**config.mk**
```make
export PLATFORM = sky130hd
export DESIGN_NAME = pif_irq_flags
export DESIGN_NICKNAME = d
export VERILOG_FILES = /design/src/pif_pkg.sv /design/src/pif_irq_flags.sv
export SDC_FILE = /design/constraint.sdc
export NUM_CORES = 1
export LEC_CHECK = 0
export ABC_AREA = 1
export BUFFER_PORTS_ARGS = -buffer_cell sky130_fd_sc_hd__buf_4
export CORE_MARGIN = 3
export CORE_UTILIZATION = 54
export DETAILED_ROUTE_END_ITERATION = 7
export GPL_TIMING_DRIVEN = 0
export PLACE_DENSITY = 0.84
export SYNTH_ARGS = -nofsm -noshare
export SYNTH_HDL_FRONTEND = slang
export SYNTH_SLANG_ARGS = --single-unit
```
**constraint.sdc**
```tcl
create_clock -name core_clk_i -period 1 [get_ports core_clk_i]
set_input_delay 0.15 -clock core_clk_i [delete_from_list [all_inputs] [get_ports core_clk_i]]
set_output_delay 0.15 -clock core_clk_i [all_outputs]
set_load 0.03 [all_outputs]
```
**src/pif_pkg.sv**
```systemverilog
package pif_pkg;

  // ****************************************
  // Register indices on the plain port
  // ****************************************
  localparam logic [2:0] PIF_ADDR_CORE_CTRL = 3'h0;
  localparam logic [2:0] PIF_ADDR_EN_ONE    = 3'h1;
  localparam logic [2:0] PIF_ADDR_EN_TWO    = 3'h2;
  localparam logic [2:0] PIF_ADDR_REQ_ONE   = 3'h3;
  localparam logic [2:0] PIF_ADDR_REQ_TWO   = 3'h4;
  localparam logic [2:0] PIF_ADDR_IRQ_STAT  = 3'h5;
  localparam logic [2:0] PIF_ADDR_IRQ_MASK  = 3'h6;

  // ****************************************
  // Field positions
  // ****************************************
  localparam int PIF_BIT_GLOBAL_EN  = 7;
  localparam int PIF_BIT_PERIPH_EN  = 6;
  localparam int PIF_BIT_GATE       = 7;
  localparam int PIF_BIT_CONV_DONE  = 6;
  localparam int PIF_BIT_RX_FULL    = 5;
  localparam int PIF_BIT_TX_EMPTY   = 4;
  localparam int PIF_BIT_SYNC_DONE  = 3;
  localparam int PIF_BIT_CAPCMP_ONE = 2;
  localparam int PIF_BIT_T2_MATCH   = 1;
  localparam int PIF_BIT_T1_OVF     = 0;
  localparam int PIF_BIT_CAPCMP_TWO = 0;

  // Bits software may write in the request registers and the second enable register
  localparam logic [7:0] PIF_REQ_ONE_WMASK = 8'hCF;
  localparam logic [7:0] PIF_REQ_TWO_WMASK = 8'h01;
  localparam logic [7:0] PIF_EN_TWO_WMASK  = 8'h01;

  // ****************************************
  // Reset values
  // ****************************************
  localparam logic [7:0] PIF_RST_BYTE = 8'h00;
  localparam logic [1:0] PIF_RST_STAT = 2'h0;

endpackage : pif_pkg

```
**src/pif_irq_flags.sv**
```systemverilog
// The placing of the registers and strobed register access are this design's own decisions.
`timescale 1ns/1ps
// Contract
// Second enable register holds only bit 0; bits 7..1 read zero.
// Request flags set on their event whatever the enables are.
// Software clears a flag before setting its enable.
// Request one bit 7: writable gate flag, one while gate inactive. Code ignores gate_inactive_i; bit 7 changes only by write.
// Bit 6 sets on conversion done, stays until software clears.
// Bit 5 read-only, high while receive data held, cleared by rx read.
// Bit 4 read-only, high while transmit empty, cleared by tx write.
// Bit 3 sets on sync serial done, software clears.
// Bit 2 sets on capture or compare, unused in pulse-width mode.
// Bit 1 sets on timer two period match, software clears.
// Bit 0 sets on timer one overflow, software clears.
// Second request register bit 0 is unit two capture/compare flag.
// Peripheral interrupts need the peripheral enable bit too.
// Request is OR of flag AND enable, gated by both enables.
module pif_irq_flags
  import pif_pkg::*;
(
  input  wire logic       core_clk_i,
  input  wire logic       rstn_i,
  input  wire logic [2:0] addr_i,
  input  wire logic [7:0] wdata_i,
  input  wire logic       wr_i,
  input  wire logic       rd_i,
  output logic      [7:0] rdata_o,
  input  wire logic       gate_inactive_i,
  input  wire logic       conv_done_i,
  input  wire logic       rx_data_held_i,
  input  wire logic       tx_data_wr_i,
  input  wire logic       rx_data_rd_i,
  input  wire logic       sync_done_i,
  input  wire logic       capcmp_one_i,
  input  wire logic       capcmp_one_pwm_i,
  input  wire logic       t2_match_i,
  input  wire logic       t1_ovf_i,
  input  wire logic       capcmp_two_i,
  input  wire logic       capcmp_two_pwm_i,
  output logic            periph_req_o,
  output logic            irq_o
);

  // ****************************************
  // Register state
  // ****************************************
  logic [7:0] core_ctrl_q, core_ctrl_d;
  logic [7:0] en_one_q,    en_one_d;
  logic [7:0] en_two_q,    en_two_d;
  logic [7:0] req_one_q,   req_one_d;
  logic [7:0] req_two_q,   req_two_d;
  logic       tx_empty_q,  tx_empty_d;
  logic       rx_full_q,   rx_full_d;
  logic [1:0] stat_q,      stat_d;
  logic [1:0] mask_q,      mask_d;
  logic [7:0] rdata_q,     rdata_d;
  logic       req_q,       req_d;
  logic       irq_q,       irq_d;

  function automatic logic wr_hit(input logic [2:0] a, input logic [2:0] r, input logic w);
    return w && (a == r);
  endfunction : wr_hit

  logic [7:0] set_one;
  logic [7:0] req_one_view;
  logic       set_two;
  logic       any_req;

  // ****************************************
  // Next state
  // ****************************************
  always_comb begin
    core_ctrl_d = core_ctrl_q;
    en_one_d    = en_one_q;
    en_two_d    = en_two_q;
    req_one_d   = req_one_q;
    req_two_d   = req_two_q;
    stat_d      = stat_q;
    mask_d      = mask_q;
    rdata_d     = PIF_RST_BYTE;
    // Events raise flags with no regard for any enable
    set_one = PIF_RST_BYTE;
    set_one[PIF_BIT_CONV_DONE]  = conv_done_i;
    set_one[PIF_BIT_SYNC_DONE]  = sync_done_i;
    set_one[PIF_BIT_CAPCMP_ONE] = capcmp_one_i && !capcmp_one_pwm_i;
    set_one[PIF_BIT_T2_MATCH]   = t2_match_i;
    set_one[PIF_BIT_T1_OVF]     = t1_ovf_i;
    set_two = capcmp_two_i && !capcmp_two_pwm_i;
    // Receive flag follows the buffer; a read drops it for that cycle only, then it follows rx_data_held_i again
    rx_full_d = rx_data_rd_i ? 1'b0 : rx_data_held_i;
    // Transmit flag drops on data write, returns in the next cycle without a write
    tx_empty_d = !tx_data_wr_i;
    if (wr_hit(addr_i, PIF_ADDR_CORE_CTRL, wr_i)) begin
      core_ctrl_d = wdata_i;
    end
    if (wr_hit(addr_i, PIF_ADDR_EN_ONE, wr_i)) begin
      en_one_d = wdata_i;
    end
    if (wr_hit(addr_i, PIF_ADDR_EN_TWO, wr_i)) begin
      en_two_d = wdata_i & PIF_EN_TWO_WMASK;
    end
    if (wr_hit(addr_i, PIF_ADDR_REQ_ONE, wr_i)) begin
      req_one_d = wdata_i & PIF_REQ_ONE_WMASK;
    end
    if (wr_hit(addr_i, PIF_ADDR_REQ_TWO, wr_i)) begin
      req_two_d = wdata_i & PIF_REQ_TWO_WMASK;
    end
    // Set wins over a clearing write in the same cycle
    req_one_d = req_one_d | set_one;
    req_two_d[PIF_BIT_CAPCMP_TWO] = req_two_d[PIF_BIT_CAPCMP_TWO] | set_two;
    if (wr_hit(addr_i, PIF_ADDR_IRQ_MASK, wr_i)) begin
      mask_d = wdata_i[1:0];
    end
    if (wr_hit(addr_i, PIF_ADDR_IRQ_STAT, wr_i)) begin
      stat_d = stat_q & ~wdata_i[1:0];
    end
    stat_d = stat_d | {set_two, |set_one};
    req_one_view = req_one_q;
    req_one_view[PIF_BIT_RX_FULL]  = rx_full_q;
    req_one_view[PIF_BIT_TX_EMPTY] = tx_empty_q;
    if (rd_i) begin
      unique case (addr_i)
        PIF_ADDR_CORE_CTRL: rdata_d = core_ctrl_q;
        PIF_ADDR_EN_ONE:    rdata_d = en_one_q;
        PIF_ADDR_EN_TWO:    rdata_d = en_two_q;
        PIF_ADDR_REQ_ONE:   rdata_d = req_one_view;
        PIF_ADDR_REQ_TWO:   rdata_d = req_two_q;
        PIF_ADDR_IRQ_STAT:  rdata_d = {6'h00, stat_q};
        PIF_ADDR_IRQ_MASK:  rdata_d = {6'h00, mask_q};
        default:            rdata_d = PIF_RST_BYTE;
      endcase
    end
    // Gate flag not masked out: every request one bit, bit 7 included, counts with its enable
    any_req = |(req_one_view & en_one_q) | (req_two_q[0] & en_two_q[0]);
    req_d = any_req && core_ctrl_q[PIF_BIT_PERIPH_EN] && core_ctrl_q[PIF_BIT_GLOBAL_EN];
    irq_d = |(stat_d & mask_d);
  end

  // ****************************************
  // Registers
  // ****************************************
  always_ff @(posedge core_clk_i or negedge rstn_i) begin
    if (!rstn_i) begin
      core_ctrl_q <= PIF_RST_BYTE;
      en_one_q    <= PIF_RST_BYTE;
      en_two_q    <= PIF_RST_BYTE;
      req_one_q   <= PIF_RST_BYTE;
      req_two_q   <= PIF_RST_BYTE;
      tx_empty_q  <= 1'b0;
      rx_full_q   <= 1'b0;
      stat_q      <= PIF_RST_STAT;
      mask_q      <= PIF_RST_STAT;
      rdata_q     <= PIF_RST_BYTE;
      req_q       <= 1'b0;
      irq_q       <= 1'b0;
    end else begin
      core_ctrl_q <= core_ctrl_d;
      en_one_q    <= en_one_d;
      en_two_q    <= en_two_d;
      req_one_q   <= req_one_d;
      req_two_q   <= req_two_d;
      tx_empty_q  <= tx_empty_d;
      rx_full_q   <= rx_full_d;
      stat_q      <= stat_d;
      mask_q      <= mask_d;
      rdata_q     <= rdata_d;
      req_q       <= req_d;
      irq_q       <= irq_d;
    end
  end

  assign rdata_o      = rdata_q;
  assign periph_req_o = req_q;
  assign irq_o        = irq_q;
endmodule : pif_irq_flags

```
-- After elaboration in Yosys (flattened, before gate mapping)
Index checks and enable logic that the tools add are counted.
- output and inout port bits: 10
- input bits: 27
- bits in registers: 42
- multiplexer cells: 7
- equal/unequal tests: 6
- bitwise logic cells: 9
- reductions and logical operators: 18
- operator list (operator ; count):
    $pmux 8 s7 ; 1
    $mux 8 ; 2
    $logic_and 1x1->1 ; 11
    $eq 3x3->1 const B ; 3
    $and 8x8->8 ; 1
    $or 8x7->8 ; 1
    $reduce_or 8->1 ; 1
    $eq 3x2->1 const B ; 2
    $reduce_or 5->1 ; 1
    $and 2x2->2 ; 2
    $mux 2 ; 2
    $eq 3x1->1 const B ; 1
    $logic_not 1->1 ; 3
    $logic_not 3->1 ; 1
    $mux 1 ; 2
    $not 2->2 ; 1
    $or 1x1->1 ; 2
    $or 2x2->2 ; 1
    $reduce_or 2->1 ; 1
    $and 1x1->1 ; 1

-- Logic depth before layout (Yosys ltp)
- word-level depth: 6
- gate-level depth with buffers: 9
- mapped depth without buffers: 8

-- Least setup slack after synthesis
No wires, ideal clock.
- path type: input to register
- from: in addr_i[0]
- to: reg en_one_q[5]
- setup time: 0.118 ns
- buffers on the path: 2
- arrival time: 0.909 ns
- slack: -0.027 ns
- cell stages on the path: 9
- cell sequence: buf_6 -> inv_4 -> nor2_4 -> nand2_2 -> inv_4 -> nand2_4 -> buf_6 -> nand2_1 -> o21ai_2
- cells in the longest elaborated chain, start to end: 2
- ends and longest elaborated chain (element ; line ; RTL):
    start: declaration ; pif_irq_flags.sv:23 ; input wire logic [2:0] addr_i,
    $eq 3x1->1 ; pif_irq_flags.sv:61 ; return w && (a == r);
    $logic_and 1x1->1 ; pif_irq_flags.sv:61 ;
    end signal: assignment ; pif_irq_flags.sv:158 ; en_one_q <= en_one_d;
    end: declaration ; pif_irq_flags.sv:48 ; logic [7:0] en_one_q, en_one_d;
Every way passes these cells.
A chain may end at the register's enable or synchronous reset.

-- Final worst setup path
- from: reg rdata_q[3], in the netlist rdata_o[3]
- to: out rdata_o[3]
- RTL lines (element ; line ; RTL):
    start: declaration ; pif_irq_flags.sv:56 ; logic [7:0] rdata_q, rdata_d;
    start signal: assignment ; pif_irq_flags.sv:166 ; rdata_q <= rdata_d;
    end: declaration ; pif_irq_flags.sv:27 ; output logic [7:0] rdata_o,
No word-level cell between the ends.

==> run metrics <==
Avg Cell Area, Syn 8.72 um^2; GR peak layer met2; placed instance area 2270 um^2; Wirelength per Cell 12.9 um; CP endpoint kind primary output; CP top delay family flip-flops; Slew @ Worst Pin 0.483 ns; clock sinks 40; CTS root buf clkbuf_4; Clock Skew 0.0116 ns; total grt overflow 0; final instance area roughly 2400 um^2; worst setup slack after layout -0.0505 ns; sw frac 0.285; Net Switching 1.08 mW; final setup TNS -0.163 ns; CP peak stage delay between 0.4 and 0.5 ns; Setup Viol. Count Final 10; status complete, but fails checks; Worst-path clk slew 0.12 ns; Detailed Routing Iterations Pass 1 4; Die Area ~4300 um^2; Max rail drop VDD 0.926 mV; Slowest-stage cell, CP dfrtp_1; final design utilization 0.722; commonest cells after routing, fill and taps aside 58 x nand2_1, 40 x dfrtp_1, 24 x buf_4, 23 x inv_1, 18 x nor2_1; DR vias 1644; minimum clock period 1.05 ns; crit path max fanout 1; pwr dens approximately 1500 nW/um^2; Ys Warns 0; core outline area 3390 um^2; CP Cell Sequence buf_6; final cycle utilization of the critical path 1.05; clock buffer depth 2; gpl congestion 0.887; WP buf/inv 1; count of final hold-check violations 0; Final #Nets 296; largest net degree at the start of global routing 41; antenna-violating nets left 0; diodes inserted 0; CP Launch Type register; Total GRT Usage 0.212; share of cells above drive strength 1 0.289; register share of total power 0.521; Synth Register Bits 40; Combinational Power Share 0.208; clk_lat worst skew approximately 0.34 ns; Worst Path Arrival ~0.90 ns; Synth Net Count 249; Req. time, crit path 0.85 ns; M3 GR Usage 0.0408; DP HPWL 2.93 mm; cells after synthesis 222; Clock power frac 0.271; distinct cell type count after synthesis 19; internal power 2.70 mW; area grow syn2layout 26.4%; H-tree depth 2; IO buf count 34; # Max-Cap Violations 0; Initial Util 0.571; die width 65.9 um; Row Count 21; Max Freq 952 MHz; leakage 1.25 nW; Boundary Pins 37; GRT met2 Usage 0.347; final wirelength between 4 and 5 mm; clock buffer count from CTS 5; vias in the first global route 1534; failing checks setup timing; DRC viols 0; HP Class primary input to register; 1st-iter DRT viols 96; Via-to-Cell Ratio between 5 and 6; Slew Viols, Final 0; CTS tree done; Rel. slew slack 0.678; chip height around 66 um; M1 GR Usage 0.287; most common library cell in the layout ignoring fill and taps nand2_1; global-route wire length before repair between 6 and 7 mm; RSZ-0062 raised after global routing true; Mapped Area 1940 um^2; Crit Path Class register to primary output; sequential area share after synthesis 0.517; initial antenna violation count 0
-- logic make-up (layout without fill, tap and decap cells) --
group	after synthesis	in the layout	share of synthesized area
flip-flops	40	40	0.517
AO/OA/AOI/OAI	41	41	0.138
buffers and inverters	34	82	0.0860
AND/OR/NAND/NOR	107	107	0.259
-- final cells by class --
class	instances	area [um^2]
Sequential cell	40	1000
Fill cell	252	943
Multi-Input combinational cell	148	771
Timing Repair Buffer	40	353
Inverter	29	125
Buffer	5	62.6
Tap cell	46	57.6
Clock buffer	6	41.3
Clock inverter	2	35.0
-- layer usage --
metal / wire (um) / vias to the layer above
met2: 2060 / 41
met4: 51 / 0
met3: 236 / 5
met5: 0 / -
met1: 1730 / 785
li1: - / 813
-- synthesized netlist by cell type, drive strengths merged --
master   n  share of area
nand4   11          0.036
o21ai   25          0.096
a21oi   15          0.039
dfrtp   40           0.52
inv     29          0.060
buf      5          0.026
nor2    21          0.052
nand3   11          0.035
nand2   64           0.14
o211ai   1         0.0039
-- power by group through the flow --
stage	sequential, mW	clock (mW)	combinational (mW)
after detailed placement	1.98	0	0.749
after CTS	1.96	1.04	0.788
after floorplan	2.02	0	0.424
after global placement	1.97	0	0.731
after global routing	1.98	1.12	0.875
final	1.96	1.02	0.786
-- state kept, by name, indices dropped and copies added, names as in the netlist --
signal and count:
stat_q 2, req_two_q 1, tx_empty_q 1, en_one_q 8, periph_req_o 1, rx_full_q 1, rdata_o 8, req_one_q 6
en_two_q 1, mask_q 2, core_ctrl_q 8, irq_o 1
-- stage by stage --
step                setup slack, ns  total power [mW]  hold WS [ns]  instances
finish                      -0.0505              3.77        0.0224        316
global route                -0.0857              3.98       0.00193        316
CTS                         -0.0527              3.79       0.00322        315
detailed placement           -0.322              2.73         0.146        302
global placement             -0.279              2.70         0.141        302
floorplan                  -0.00853              2.45        -0.146        222
-- path summary, 6_finish.rpt --
kind	start	endpoint	slack [ns]	depth (start not counted)
max in group asynchronous	rstn_i	irq_o$_DFF_PN0_	0.36	2
max	rdata_o[3]$_DFF_PN0_	rdata_o[3]	-0.05	1
max reg2reg	en_one_q[5]$_DFFE_PN0P_	periph_req_o$_DFF_PN0_	0.08	4
min in group asynchronous	rstn_i	rdata_o[4]$_DFF_PN0_	0.29	2
min	wdata_i[7]	req_one_q[7]$_DFFE_PN0N_	0.02	3
min reg2reg	core_ctrl_q[5]$_DFFE_PN0P_	core_ctrl_q[5]$_DFFE_PN0P_	0.50	2
-- what timing repair did --
item,4_1_cts,5_1_grt
endpoints found under the setup margin,10,13
hold buffers,5,1
buffers inserted,0,0
resized for setup,10,1
endpoints found under the hold margin,43,1
No activity file was read; power rests on OpenSTA's default activity.
